`config.mk`:
```
export PLATFORM = sky130hd
export DESIGN_NAME = addr_sequencer
export DESIGN_NICKNAME = d
export VERILOG_FILES = /design/src/core/seq_pkg.sv /design/src/core/addr_buffer.sv /design/src/core/addr_sequencer.sv
export SDC_FILE = /design/constraint.sdc
export NUM_CORES = 1
export LEC_CHECK = 0
export BUFFER_PORTS_ARGS = -buffer_cell sky130_fd_sc_hd__buf_2
export CAP_MARGIN = 20
export CORE_MARGIN = 3
export CORE_UTILIZATION = 38
export CTS_BUF_LIST = sky130_fd_sc_hd__clkbuf_16
export DETAILED_ROUTE_END_ITERATION = 6
export HOLD_SLACK_MARGIN = 0.03
export PLACE_DENSITY = 0.63
export SYNTH_ARGS = -nofsm -noshare
export SYNTH_HDL_FRONTEND = slang
export SYNTH_HIERARCHICAL = 1
export SYNTH_SLANG_ARGS = --single-unit
export TNS_END_PERCENT = 1
```
`constraint.sdc`:
```
create_clock -name clk_sys -period 5.7 [get_ports clk_sys]
set_input_delay 0.285 -clock clk_sys [delete_from_list [all_inputs] [get_ports clk_sys]]
set_output_delay 0.285 -clock clk_sys [all_outputs]
set_load 0.02 [all_outputs]
```
`src/core/seq_pkg.sv`:
```
package seq_pkg;
    localparam int ADDR_W = 24;
    localparam int HALF_W = 12;
    localparam int BUS_W = 7;
    localparam int SEL_W = 5;
    localparam int DELAY_MAX = 7;
    localparam int FIFO_DEPTH = 2;
    localparam int PIN_W = 14;
    // reset sequence: internal init length, busy flag span
    localparam logic [4:0] INIT_CYCLES = 5'h1a;
    localparam logic [4:0] BUSY_CYCLES = 5'h19;
    // host address that launches a sequence
    localparam logic [6:0] START_CMD_ADDR = 7'h7f;
    localparam logic [23:0] ADDR_ZERO = 24'h00_0000;
    localparam logic [23:0] COUNT_ONE = 24'h00_0001;

    typedef enum logic [1:0] {
        MODE_ONESHOT = 2'b00,
        MODE_RESTART = 2'b01,
        MODE_CONT = 2'b10
    } mode_type;

    typedef enum logic [1:0] {
        ST_IDLE = 2'b00,
        ST_RUN = 2'b01,
        ST_HOLD = 2'b10,
        ST_STOP = 2'b11
    } gen_state_type;

    typedef struct packed {
        logic [23:0] start_address;
        logic [23:0] address_increment;
        logic [23:0] block_size;
        logic [23:0] block_increment;
        logic [23:0] block_count;
        mode_type mode;
        logic dual;
        logic [2:0] half_delay;
    } cfg_type;

    typedef struct packed {
        logic [23:0] addr;
        logic first;
        logic block_end;
        logic seq_done;
    } word_type;

    typedef logic [23:0][4:0] xmap_type;

    function automatic xmap_type ident_map();
        xmap_type m;
        for (int i = 0; i < ADDR_W; i++) begin
            m[i] = 5'(i);
        end
        return m;
    endfunction : ident_map

    localparam xmap_type XMAP_IDENT = ident_map();

    // dual mode cuts the carry between the halves
    function automatic logic [23:0] add24(input logic [23:0] a, input logic [23:0] b,
                                          input logic dual);
        logic [12:0] lo;
        logic [11:0] hi;
        lo = {1'b0, a[11:0]} + {1'b0, b[11:0]};
        hi = a[23:12] + b[23:12] + {11'h000, lo[12] & ~dual};
        return {hi, lo[11:0]};
    endfunction : add24
endpackage : seq_pkg

```
`src/core/addr_buffer.sv`:
```
`timescale 1ns/10ps
module addr_buffer #(
    parameter int WIDTH = 27,
    parameter int DEPTH = 2
) (
    input wire logic clk_sys, // system clock
    input wire logic nrst, // sync reset, low active
    input wire logic in_valid, // word offered
    output logic in_ready, // room for a word
    input wire logic [WIDTH-1:0] in_data, // word in
    output logic out_valid, // word held
    input wire logic out_ready, // receiver takes word
    output logic [WIDTH-1:0] out_data // oldest word
);
    localparam int PTR_W = (DEPTH > 1) ? $clog2(DEPTH) : 1;
    localparam logic [PTR_W-1:0] PTR_LAST = PTR_W'(DEPTH - 1);
    localparam logic [PTR_W:0] CNT_FULL = (PTR_W + 1)'(DEPTH);

    logic [WIDTH-1:0] mem_reg [DEPTH];
    logic [WIDTH-1:0] mem_next [DEPTH];
    logic [PTR_W-1:0] wr_reg, wr_next, rd_reg, rd_next;
    logic [PTR_W:0] cnt_reg, cnt_next;
    logic push, pop;

    assign in_ready = (cnt_reg != CNT_FULL);
    assign out_valid = (cnt_reg != '0);
    assign out_data = mem_reg[rd_reg];

    always_comb begin
        push = in_valid && in_ready;
        pop = out_valid && out_ready;
        mem_next = mem_reg;
        wr_next = wr_reg;
        rd_next = rd_reg;
        cnt_next = cnt_reg;
        if (push) begin
            mem_next[wr_reg] = in_data;
            wr_next = (wr_reg == PTR_LAST) ? '0 : wr_reg + 1'b1;
        end
        if (pop) begin
            rd_next = (rd_reg == PTR_LAST) ? '0 : rd_reg + 1'b1;
        end
        if (push && !pop) begin
            cnt_next = cnt_reg + 1'b1;
        end else if (pop && !push) begin
            cnt_next = cnt_reg - 1'b1;
        end
    end

    always_ff @(posedge clk_sys) begin
        if (!nrst) begin
            wr_reg <= '0;
            rd_reg <= '0;
            cnt_reg <= '0;
        end else begin
            wr_reg <= wr_next;
            rd_reg <= rd_next;
            cnt_reg <= cnt_next;
        end
        mem_reg <= mem_next;
    end
endmodule : addr_buffer

```
`src/core/addr_sequencer.sv`:
```
`timescale 1ns/10ps
//
// Contract
// [RULE_01] internal reset runs 26 clocks after reset release before normal operation
// [RULE_02] reset sets crosspoint map and configuration; clock must keep running
// [RULE_03] busy output low from one clock after release for 25 clocks
// [RULE_04] host writes are ignored while busy is low
// [RULE_05] host bus captured on rising write strobe when chip select low
// [RULE_06] chip select high: nothing captured from the host bus
// [RULE_07] register select high marks an address, low marks data
// [RULE_08] two active-low enables gate upper and lower twelve address outputs
// [RULE_09] external start low pulse begins a sequence once it returns high
// [RULE_10] external party holds start low for exactly one clock
// [RULE_11] block hold at a block boundary stops generation until released
// [RULE_12] block end flag low while last address of a block shows
// [RULE_13] sequence done flag low while final address of a sequence shows
// [RULE_14] first address flag low while first address of a sequence shows
// [RULE_15] sync start output pulses only for starts not from external start
// [RULE_16] crosspoint routes any generator bit to any of 24 output bits
// [RULE_17] generator can run as two independent 12-bit sequencers
// [RULE_18] programmable delay makes upper twelve outputs lag the lower half
// [RULE_19] first address is start address; then add address increment
// [RULE_20] after block size, next is block start plus block increment
// [RULE_21] one-shot, one-shot with restart, continuous without done flag
// [RULE_22] dual mode suppresses half carry; halves offset up to 7 clocks
// [RULE_23] one new registered address per clock at most
// [RULE_24] flags registered together with the address they describe
module addr_sequencer
    import seq_pkg::*;
(
    input wire logic clk_sys, // system clock
    input wire logic nrst, // sync reset, low active
    input wire logic write_n, // host write strobe pin
    input wire logic chip_select_n, // host chip select pin
    input wire logic register_select, // 1 address, 0 data
    input wire logic [6:0] host_bus, // host data pins
    input wire logic upper_output_enable_n, // enables bits 23..12
    input wire logic lower_output_enable_n, // enables bits 11..0
    input wire logic external_start_n, // start pin
    input wire logic block_hold, // hold at block boundary
    input wire seq_pkg::cfg_type cfg, // sequence configuration
    input wire logic map_load, // load crosspoint map
    input wire seq_pkg::xmap_type map_in, // new crosspoint map
    input wire logic sink_ready, // receiver takes an address
    output logic [23:0] address_out, // address pins
    output logic [23:0] address_oe_n, // low while pin driven
    output logic block_end_flag_n, // last of block
    output logic sequence_done_n, // last of sequence
    output logic first_address_valid_n, // first of sequence
    output logic sync_start_out_n, // start for other sequencers
    output logic init_in_progress_n, // busy after reset
    output logic [6:0] host_cfg_addr, // captured register address
    output logic [6:0] host_cfg_data, // captured data
    output logic host_cfg_strobe // one-clock data write pulse
);
    import seq_pkg::*;

    // pin synchroniser
    logic [PIN_W-1:0] pin_raw, pin_s1_reg, pin_s2_reg;
    logic wr_prev_reg, st_prev_reg;
    logic wr_s, cs_s, sel_s, ext_s, hold_s, oeh_s, oel_s;
    logic [6:0] bus_s;

    assign pin_raw = {write_n, chip_select_n, register_select, host_bus,
                      external_start_n, block_hold, upper_output_enable_n,
                      lower_output_enable_n};
    assign {wr_s, cs_s, sel_s, bus_s, ext_s, hold_s, oeh_s, oel_s} = pin_s2_reg;

    always_ff @(posedge clk_sys) begin
        if (!nrst) begin
            pin_s1_reg <= 14'h3fff;
            pin_s2_reg <= 14'h3fff;
            wr_prev_reg <= 1'b1;
            st_prev_reg <= 1'b1;
        end else begin
            pin_s1_reg <= pin_raw;
            pin_s2_reg <= pin_s1_reg;
            wr_prev_reg <= wr_s;
            st_prev_reg <= ext_s;
        end
    end

    // reset sequence and host port
    logic [4:0] init_reg, init_next;
    logic busy_next, ready;
    logic wr_rise, soft_start, ext_launch;
    logic [6:0] haddr_next, hdata_next;
    logic hstb_next;

    always_comb begin
        init_next = (init_reg == INIT_CYCLES) ? init_reg : init_reg + 1'b1; // [RULE_01]
        busy_next = !((init_next != 5'h00) && (init_next <= BUSY_CYCLES)); // [RULE_03]
        ready = (init_reg == INIT_CYCLES);
        wr_rise = wr_s && !wr_prev_reg && !cs_s && ready; // [RULE_04] [RULE_05] [RULE_06]
        ext_launch = ext_s && !st_prev_reg; // [RULE_09]
        haddr_next = host_cfg_addr;
        hdata_next = host_cfg_data;
        hstb_next = 1'b0;
        soft_start = 1'b0;
        if (wr_rise && sel_s) begin
            haddr_next = bus_s; // [RULE_07]
            soft_start = (bus_s == START_CMD_ADDR);
        end else if (wr_rise) begin
            hdata_next = bus_s; // [RULE_07]
            hstb_next = 1'b1;
        end
    end

    always_ff @(posedge clk_sys) begin
        if (!nrst) begin
            init_reg <= 5'h00;
            init_in_progress_n <= 1'b1;
            host_cfg_addr <= 7'h00;
            host_cfg_data <= 7'h00;
            host_cfg_strobe <= 1'b0;
        end else begin
            init_reg <= init_next;
            init_in_progress_n <= busy_next;
            host_cfg_addr <= haddr_next;
            host_cfg_data <= hdata_next;
            host_cfg_strobe <= hstb_next;
        end
    end

    // address generator
    gen_state_type state_reg, state_next;
    logic [23:0] addr_reg, addr_next, bstart_reg, bstart_next;
    logic [23:0] inblk_reg, inblk_next, blknum_reg, blknum_next;
    logic first_reg, first_next, restart_reg, restart_next, sync_next;
    logic last_in_blk, seq_end, do_block, do_restart, launch;
    logic gen_valid, gen_ready;
    word_type gen_word;

    always_comb begin
        state_next = state_reg;
        addr_next = addr_reg;
        bstart_next = bstart_reg;
        inblk_next = inblk_reg;
        blknum_next = blknum_reg;
        first_next = first_reg;
        restart_next = restart_reg;
        do_block = 1'b0;
        do_restart = 1'b0;
        last_in_blk = (inblk_reg >= cfg.block_size);
        seq_end = last_in_blk && (blknum_reg >= cfg.block_count)
                  && (cfg.mode != MODE_CONT); // [RULE_21]
        gen_word = '{addr: addr_reg, first: first_reg, block_end: last_in_blk,
                     seq_done: seq_end}; // [RULE_24]
        gen_valid = (state_reg == ST_RUN);
        if (gen_valid && gen_ready) begin // [RULE_23]
            first_next = 1'b0;
            if (!last_in_blk) begin
                addr_next = add24(addr_reg, cfg.address_increment, cfg.dual); // [RULE_19] [RULE_17]
                inblk_next = inblk_reg + COUNT_ONE;
            end else if (seq_end && cfg.mode == MODE_ONESHOT) begin
                state_next = ST_STOP; // [RULE_21]
            end else if (hold_s) begin
                state_next = ST_HOLD; // [RULE_11]
                restart_next = seq_end;
            end else begin
                do_restart = seq_end; // [RULE_21]
                do_block = !seq_end;
            end
        end else if (state_reg == ST_HOLD && !hold_s) begin
            state_next = ST_RUN;
            do_restart = restart_reg;
            do_block = !restart_reg;
        end
        if (do_block) begin
            addr_next = add24(bstart_reg, cfg.block_increment, cfg.dual); // [RULE_20]
            bstart_next = addr_next;
            inblk_next = COUNT_ONE;
            blknum_next = blknum_reg + COUNT_ONE;
        end
        launch = do_restart || ((soft_start || ext_launch) && ready); // [RULE_01]
        sync_next = !(do_restart || (soft_start && ready)); // [RULE_15]
        if (launch) begin
            addr_next = add24(cfg.start_address, ADDR_ZERO, cfg.dual); // [RULE_19]
            bstart_next = addr_next;
            inblk_next = COUNT_ONE;
            blknum_next = COUNT_ONE;
            first_next = 1'b1; // [RULE_14]
            state_next = ST_RUN;
        end
    end

    always_ff @(posedge clk_sys) begin
        if (!nrst) begin
            state_reg <= ST_IDLE;
            addr_reg <= ADDR_ZERO;
            bstart_reg <= ADDR_ZERO;
            inblk_reg <= COUNT_ONE;
            blknum_reg <= COUNT_ONE;
            first_reg <= 1'b0;
            restart_reg <= 1'b0;
            sync_start_out_n <= 1'b1;
        end else begin
            state_reg <= state_next;
            addr_reg <= addr_next;
            bstart_reg <= bstart_next;
            inblk_reg <= inblk_next;
            blknum_reg <= blknum_next;
            first_reg <= first_next;
            restart_reg <= restart_next;
            sync_start_out_n <= sync_next;
        end
    end

    // buffer, crosspoint, half delay, output pins
    logic buf_valid, pop;
    word_type buf_word, word_reg, word_next;
    logic [23:0] mapped;
    xmap_type xmap_reg, xmap_next;
    logic [6:0][11:0] dly_reg, dly_next;
    logic [11:0] upper_now, upper_reg, upper_next;

    addr_buffer #(
        .WIDTH($bits(word_type)),
        .DEPTH(FIFO_DEPTH)
    ) u_buffer (
        .clk_sys(clk_sys),
        .nrst(nrst),
        .in_valid(gen_valid),
        .in_ready(gen_ready),
        .in_data(gen_word),
        .out_valid(buf_valid),
        .out_ready(sink_ready),
        .out_data(buf_word)
    );

    generate
        for (genvar gi = 0; gi < ADDR_W; gi++) begin : g_xpoint
            assign mapped[gi] = (xmap_reg[gi] < 5'h18) ?
                                buf_word.addr[xmap_reg[gi]] : 1'b0; // [RULE_16]
        end
    endgenerate

    always_comb begin
        pop = buf_valid && sink_ready;
        xmap_next = (map_load && ready) ? map_in : xmap_reg; // [RULE_04]
        word_next = word_reg;
        if (pop) begin
            word_next = buf_word;
            word_next.addr = mapped;
        end
        upper_now = word_next.addr[23:12];
        dly_next = {dly_reg[5:0], upper_now};
        upper_next = (cfg.half_delay == 3'h0) ? upper_now
                     : dly_reg[cfg.half_delay - 3'h1]; // [RULE_18] [RULE_22]
    end

    always_ff @(posedge clk_sys) begin
        if (!nrst) begin
            xmap_reg <= XMAP_IDENT; // [RULE_02]
            word_reg <= '0;
            dly_reg <= '0;
            upper_reg <= 12'h000;
            address_oe_n <= 24'hff_ffff;
        end else begin
            xmap_reg <= xmap_next;
            word_reg <= word_next;
            dly_reg <= dly_next;
            upper_reg <= upper_next;
            address_oe_n <= {{HALF_W{oeh_s}}, {HALF_W{oel_s}}}; // [RULE_08]
        end
    end

    assign address_out = {upper_reg, word_reg.addr[11:0]};
    assign block_end_flag_n = !word_reg.block_end; // [RULE_12]
    assign sequence_done_n = !word_reg.seq_done; // [RULE_13]
    assign first_address_valid_n = !word_reg.first; // [RULE_14]

    // checks
    logic [5:0] busy_len_reg;
    always_ff @(posedge clk_sys) begin
        if (!nrst) begin
            busy_len_reg <= 6'h00;
        end else if (!init_in_progress_n) begin
            busy_len_reg <= busy_len_reg + 6'h01;
        end
    end

    AST_BUSY_LEN: assert property (@(posedge clk_sys) disable iff (!nrst) // [RULE_03]
        $rose(init_in_progress_n) |-> busy_len_reg == 6'h19)
        else $error("busy span not 25 clocks");
    AST_BUSY_START: assert property (@(posedge clk_sys) // [RULE_03]
        $rose(nrst) |=> !init_in_progress_n && busy_len_reg == 6'h00)
        else $error("busy not low one clock after release");
    AST_IDLE_INIT: assert property (@(posedge clk_sys) disable iff (!nrst) // [RULE_01]
        (state_reg != ST_IDLE) |-> init_reg == INIT_CYCLES)
        else $error("sequencer left idle during init");
    AST_NO_BUSY_WRITE: assert property (@(posedge clk_sys) disable iff (!nrst) // [RULE_04]
        (wr_s && !wr_prev_reg && !init_in_progress_n) |=> !host_cfg_strobe)
        else $error("write taken while busy");
    AST_CAPTURE: assert property (@(posedge clk_sys) disable iff (!nrst) // [RULE_05]
        (wr_s && !wr_prev_reg && !cs_s && !sel_s && ready)
        |=> host_cfg_strobe && host_cfg_data == $past(bus_s))
        else $error("data write not captured");
    AST_CS_HIGH: assert property (@(posedge clk_sys) disable iff (!nrst) // [RULE_06]
        (wr_s && !wr_prev_reg && cs_s) |=> !host_cfg_strobe && $stable(host_cfg_addr))
        else $error("write taken without chip select");
    AST_STEP: assert property (@(posedge clk_sys) disable iff (!nrst) // [RULE_19]
        (gen_valid && gen_ready && !last_in_blk && !launch)
        |=> addr_reg == add24($past(addr_reg), $past(cfg.address_increment), $past(cfg.dual)))
        else $error("address step wrong");
    AST_BLOCK: assert property (@(posedge clk_sys) disable iff (!nrst) // [RULE_20]
        (do_block && !launch)
        |=> addr_reg == add24($past(bstart_reg), $past(cfg.block_increment), $past(cfg.dual))
            && bstart_reg == addr_reg)
        else $error("block start wrong");
    AST_HOLD: assert property (@(posedge clk_sys) disable iff (!nrst) // [RULE_11]
        (state_reg == ST_HOLD && hold_s && !soft_start && !ext_launch) |=> !gen_valid)
        else $error("generation ran during hold");
    AST_CONT: assert property (@(posedge clk_sys) disable iff (!nrst) // [RULE_21]
        (cfg.mode == MODE_CONT && gen_valid) |-> !gen_word.seq_done)
        else $error("done raised in continuous mode");
    AST_EXT_NOSYNC: assert property (@(posedge clk_sys) disable iff (!nrst) // [RULE_15]
        (ext_launch && !soft_start && !do_restart) |=> sync_start_out_n)
        else $error("sync start pulsed for external start");
    AST_FLAGS: assert property (@(posedge clk_sys) disable iff (!nrst) // [RULE_24]
        pop |=> block_end_flag_n == !$past(buf_word.block_end)
            && first_address_valid_n == !$past(buf_word.first))
        else $error("flags not with their address");
endmodule : addr_sequencer

```
# == Yosys cells after proc, flatten, opt, wreduce, memory -nomap -nowiden ==
# Index checks and enable logic that the tools add are counted.
# word_totals
register_bits,454
input_bits,264
output_inout_bits,68
wordCells,315
# classes
n_addsub,14
order_cmp,55
n_eq_ne,11
mux,113
bitwise,9
reduce_logical,53
# op_table
op,n
$lt 5x6->1 const B,24
$mux 24,6
$mux 27,5
$bmux 1 s5,24
$lt 5x5->1 const B,24
$mux 1,65
$bwmux 54,1
$add 24x1->24 const B,2
$ge 24x24->1,2
$bmux 12 s3,1
$demux 27 s1,1
$add 12x12->13,2
$add 12x1->12,2
$add 12x12->12,2
$mux 12,2
$logic_and 1x1->1,18
$mux 2,7
$logic_not 1->1,13
$reduce_bool 2->1,5
$eq 7x7->1 const B,1
$ne 2x2->1 const B,3
$ne 3x3->1 const B,2
$reduce_and 2->1,3
$reduce_and 3->1,2
26 further kinds,38

# == Longest topological paths before layout ==
# depth
word_depth,11
mapped_depth,22
mapped_depth_nobuf,22

# == By module ==
# Netlist, hierarchy kept.
# by_module_without_submodules
mod,instances,cells_per_inst,area_per_inst_um2,seq_area_each_um2
addr_sequencer,1,2412,22230.1,7707.4
addr_buffer,1,106,2162.1,1701.6

# == Least setup slack after synthesis ==
# Ideal clock, no wire load.
# synth_timing
kind,input -> register
start,in cfg[30] (netlist bit)
end,reg bstart_reg[23]
setup_ps,91
arrival_time_ps,4564
required_time_ps,5609
path_slack_ps,1045
stages,20
n_path_buf,0
path_cell_list,ha_1 fa_1 a21o_1 a21oi_1 nor2b_1 o21a_1 o41ai_1 nor2b_1 o21a_1 o21ai_0 a211o_1 fa_1 nor2b_1 o31a_1 o41a_1 a41o_1 o41ai_1 xor2_1 or3_1 a311oi_1
# synth_via
elab_chain_len,5
# synth_rtl
item,line,text
from (decl),addr_sequencer.sv:41,"input wire seq_pkg::cfg_type cfg,"
$add 12x12->13,seq_pkg.sv:65,"lo = {1'b0, a[11:0]} + {1'b0, b[11:0]};"
$and 1x1->1,seq_pkg.sv:66,"hi = a[23:12] + b[23:12] + {11'h000, lo[12] & ~dual};"
$add 12x1->12,seq_pkg.sv:66,
$mux 24,addr_sequencer.sv:169,if (do_block) begin
$mux 24,addr_sequencer.sv:177,if (launch) begin
to (signal assigned),addr_sequencer.sv:200,bstart_reg <= bstart_next;
to (decl),addr_sequencer.sv:127,"logic [23:0] addr_reg, addr_next, bstart_reg, bstart_next;"
# Every way passes these cells. The select of a mux whose other input is x is not followed.
# A chain may end at the register's enable or synchronous reset.

# == Worst setup path after layout ==
# layout_timing
start,reg bstart_reg[0]
end,reg bstart_reg[23]
# layout_via
elab_chain_len,5
# layout_rtl
item,line
$add 12x12->13,seq_pkg.sv:65
$and 1x1->1,seq_pkg.sv:66
$add 12x1->12,seq_pkg.sv:66
$mux 24,addr_sequencer.sv:169
$mux 24,addr_sequencer.sv:177
# Every way passes these cells. The select of a mux whose other input is x is not followed.

==> reports/summary.log <==
[logic_synthesis] multiplexer share of the synthesized area 0.201
[worst_setup_path] Crit Path Class reg2reg
[placement] number of input and output port buffers inserted 331
[power_and_ir_drop] leakage 11.9 nW
[power_and_ir_drop] proportion of power drawn by the clock network 0.426
[worst_setup_path] cell depth of the worst flop-to-flop path 21
[logic_synthesis] prevailing post-synth register cell dfxtp_1
[sta] clock period minus worst slack 5.04 ns
[worst_setup_path] Setup crit start bstart_reg[0]$_SDFFE_PN0P_
[sta] setup repair after global routing missed its margin no
[worst_setup_path] cell family with most CP delay compound AO/OA/AOI/OAI gates
[cts] clock root cell clkbuf_16
[power_and_ir_drop] Power, Total 7.33 mW
[floorplan] core outline area 63,300 µm²
[route] number of remaining DRC errors 3
[logic_synthesis] synthesized area divided by synthesized cell count 9.69 µm²
[power_and_ir_drop] power spent charging and discharging nets 1.87 mW
[logic_synthesis] Async S/R FF share, synth 0
[worst_setup_path] count of buffering cells on the critical path with inverters included 1
[logic_synthesis] summed instance area of the synthesized netlist 24,400 µm²
[power_and_ir_drop] PD cells 250 nW/µm²
[worst_setup_path] minimum setup slack among reg-to-reg paths 0.66 ns
[worst_setup_path] longest individual stage delay on the worst path 0.42 ns
[sta] sum of negative setup slack 0 ns
[power_and_ir_drop] Int Power 5.46 mW
[cts] TritonCTS clock tree done
[cts] clock buffer depth 3
[cts] CTS Buf Count 50
[logic_synthesis] largest area contributor in the synthesized netlist dfxtp_1
[finish] Layout Cells excl Fill 3,731
[route] post-DR wirelength/cell 20.3 µm
[sta] part of the cycle the worst path needs 0.885
[placement] DPL Wire Length 49,400 µm
[worst_setup_path] required time of the critical path 6.19 ns
[cts] Reg clk slew, reported paths 0.06 ns
[finish] cell area after layout 29,400 µm²
[logic_synthesis] parity-gate share of the synthesized area counting xor and xnor cells 0.0280
[sta] Worst Tran Pin Value 1.07 ns
[sta] total count of hold-check failures in the final report 0
[finish] flip-flop count of the largest register, all copies and words added 120
[status] status complete, but fails checks
[logic_synthesis] most instantiated library cell after synthesis dfxtp_1
[flow_run] max capacitance violation total 0
[cts] clk sink count 443
[global_route] largest net degree at the start of global routing 111
[power_and_ir_drop] Combinational Power Share 0.130
[sta] max-slew violation count 0
[worst_setup_path] CP Cell Sequence ha_1, fa_1, a21o_1, a21oi_1, nor2b_1, o21a_1, o41ai_1, buf_4, nor2b_1, o21a_1, o21ai_0, a211o_1, fa_1, nor2b_1, o31a_1, o41a_1, a41o_1, o41ai_1, xor2_1, or3_1, a311oi_1
[logic_synthesis] Compound-Gate Fraction of Synth Area 0.102
[route] wire length after detailed routing 75,800 µm
[logic_synthesis] Adder-Cell Fraction of Synth Area 0.0557
[cts] Clock Latency Late Sink 0.58 ns
[route] number of design-rule violations left by the first detailed-router iteration 1,814
[logic_synthesis] number of storage elements in the synthesis netlist 443
[logic_synthesis] number of synthesized flops with an enable pin 54
[logic_synthesis] top-area cell type share of the netlist area 0.319
[logic_synthesis] post-synthesis simple-gate area fraction 0.172
[logic_synthesis] leading cell types by count after synthesis dfxtp_1 (389), nand2_1 (377), a21oi_1 (183), mux4_2 (168)
[worst_setup_path] standard cell with the maximum stage delay on the critical path fa_1
[worst_setup_path] total stage count of the critical path 21
[global_route] global-route met3 utilization 0.0377
[placement] cell area reported after detailed placement 26,300 µm²
[floorplan] Die Outline Area 67,300 µm²
[logic_synthesis] synthesized netlist net count 2,887
[sta] hold slack 0.0650 ns
[cts] H-tree depth reported by CTS 2
[floorplan] Starting Density 0.385
[worst_setup_path] maximum net fanout on the critical path 3
[global_route] wire length of the first global-routing pass 117,000 µm
[placement] placer congestion estimate 0.911
[global_route] GRT met1 Usage 0.272
[global_route] fraction of met2 tracks used by global routing 0.379
[route] routed vias 20,800
[logic_synthesis] largest family of logic cells by synthesized area multiplexers
[finish] Layout area overhead 20.5%
[sta] Max Clock Freq 0.198 GHz
[finish] post-layout net count 3,212
[power_and_ir_drop] Flop pwr share 0.444
[worst_setup_path] Crit Reg-Reg Endpoint bstart_reg[23]$_SDFFE_PN0P_
[worst_setup_path] launch point of the worst reg-to-reg path bstart_reg[0]$_SDFFE_PN0P_
[global_route] vias in the first global route 21,100
[worst_setup_path] Arr. time, crit path 5.53 ns
[finish] layout cell share with drive strength beyond 1 0.222
[worst_setup_path] cell type with the highest occurrence count on the critical path nor2b_1
[route] Detailed Routing Iterations Pass 1 7
[logic_synthesis] cell types occupying the most area after synthesis dfxtp_1 (32%), mux4_2 (16%), edfxtp_1 (6.6%), nand2_1 (5.8%), ha_1 (5.1%)
[route] ANT nets after route 0
[cts] number of resized instances in the post-cts repair step 0
[floorplan] ports placed on the boundary 332
[route] number of vias per cell 5.57
[logic_synthesis] number of library cell types mapped by synthesis 76
[global_route] Total Routing Usage GR 0.219
[worst_setup_path] Worst Setup EP bstart_reg[23]$_SDFFE_PN0P_
[global_route] layer with the highest usage after global routing met2
[sta] Max-Slew Margin vs Limit 0.287
[finish] final-layout fill cell count 5,838
[power_and_ir_drop] Net Sw Frac 0.255
[placement] Cell Count Post-Placement 3,485
[worst_setup_path] Worst Setup End Kind register
[floorplan] Die H 259 µm
[logic_synthesis] total number of yosys warnings 6
[logic_synthesis] sequential fraction of the synthesis area 0.386
[hold_path] kind of path behind the tightest hold check in2reg
[sta] clock tree skew after final layout 0.0246 ns
[global_route] antenna violations before repair 6
[global_route] GRT overflow 0
[sta] setup violators final 0
[status] violations in the final reports design-rule violations
[logic_synthesis] number of cells produced by synthesis 2,518
[floorplan] floorplan die width 259 µm
[floorplan] number of core rows 92
[power_and_ir_drop] Peak supply drop 202 µV
[worst_setup_path] nature of the critical path startpoint register
cell type report:
| class | instances | area, µm² | share of cell area |
|---|---|---|---|
| Multi-Input combinational cell | 1767 | 13700 | 0.465 |
| Sequential cell | 443 | 9410 | 0.320 |
| Timing Repair Buffer | 504 | 3360 | 0.114 |
| Clock buffer | 51 | 1280 | 0.0434 |
| Tap cell | 846 | 1060 | 0.0360 |
| Clock inverter | 39 | 299 | 0.0102 |
| Inverter | 77 | 292 | 0.00992 |
| Antenna cell | 4 | 10.0 | 0.000341 |
placed cells by master, fill, tap and decap left out, types with 10 or more instances in the layout:
master | synthesis | routed
edfxtp_1 | 54 | 54
dfxtp_1 | 389 | 389
a31oi_1 | 16 | 16
o21a_1 | 10 | 10
nor2_1 | 156 | 156
nand2_1 | 377 | 376
inv_1 | 76 | 87
a2111oi_0 | 12 | 12
clkinv_1 | 1 | 14
dlygate4sd3_1 | 0 | 151
nand3_1 | 95 | 95
and3_1 | 22 | 22
mux2i_1 | 69 | 69
and2_1 | 86 | 85
nor3_1 | 22 | 21
mux2_2 | 39 | 39
xor2_1 | 46 | 46
xnor2_1 | 32 | 32
nand2b_1 | 43 | 43
ha_1 | 99 | 99
clkbuf_16 | 0 | 51
nor2b_1 | 29 | 29
buf_4 | 36 | 21
mux4_2 | 168 | 168
a211oi_1 | 33 | 33
o21ai_0 | 79 | 79
nand4_1 | 27 | 27
a21oi_1 | 183 | 183
or3_1 | 12 | 12
buf_2 | 19 | 330
power by group through the flow:
stage | registers [mW] | logic, mW | clock network [mW]
floorplan | 3.31 | 0.555 | 0
global placement | 3.32 | 0.835 | 0
detailed placement | 3.32 | 0.863 | 0
CTS | 3.25 | 0.949 | 3.18
global route | 3.26 | 1.02 | 3.31
finish | 3.25 | 0.957 | 3.12
through the flow:
stage	setup slack [ns]	utilization
CTS	0.670	0.464
floorplan	1.05	-
detailed placement	0.595	0.415
finish	0.656	0.464
global route	0.172	0.464
global placement	0.647	0.415
kinds of logic after synthesis:
group	count (synthesis)
compound gates	411
xor+xnor	78
fa+ha+maj	105
buf+inv	308
flops	443
mux	276
simple gates	897
worst min path at each step:
stage | start | endpoint | slack, ns | depth (start not counted)
after detailed placement | pin_s1_reg[13]$_SDFF_PN1_ | pin_s2_reg[13]$_SDFF_PN1_ | 0.39 | 1
final | map_in[70] | xmap_reg[70]$_SDFFE_PN0P_ | 0.06 | 3
after CTS | map_in[70] | xmap_reg[70]$_SDFFE_PN0P_ | 0.03 | 3
after global placement | pin_s1_reg[13]$_SDFF_PN1_ | pin_s2_reg[13]$_SDFF_PN1_ | 0.39 | 1
after floorplan | pin_s2_reg[0]$_SDFF_PN1_ | address_oe_n[11]$_SDFF_PN1_ | 0.39 | 1
after global routing | cfg[123] | bstart_reg[21]$_SDFFE_PN0P_ | 0.07 | 3
layer usage:
metal | vias up | routed length (µm)
met5 | - | 27
met4 | 4 | 2890
met3 | 206 | 5820
met2 | 956 | 36800
met1 | 10000 | 30200
li1 | 9597 | -
repair_timing:
action                    CTS  global route
hold buffers              151             0
buffers inserted            0             0
hold endpoints to repair  162             0
tightest hold or removal path, stage by stage:
cell and delay [ns]:
buf_2 0.11, nand2_1 0.12, a21oi_1 0.08
No activity file was read; power rests on OpenSTA's default activity.
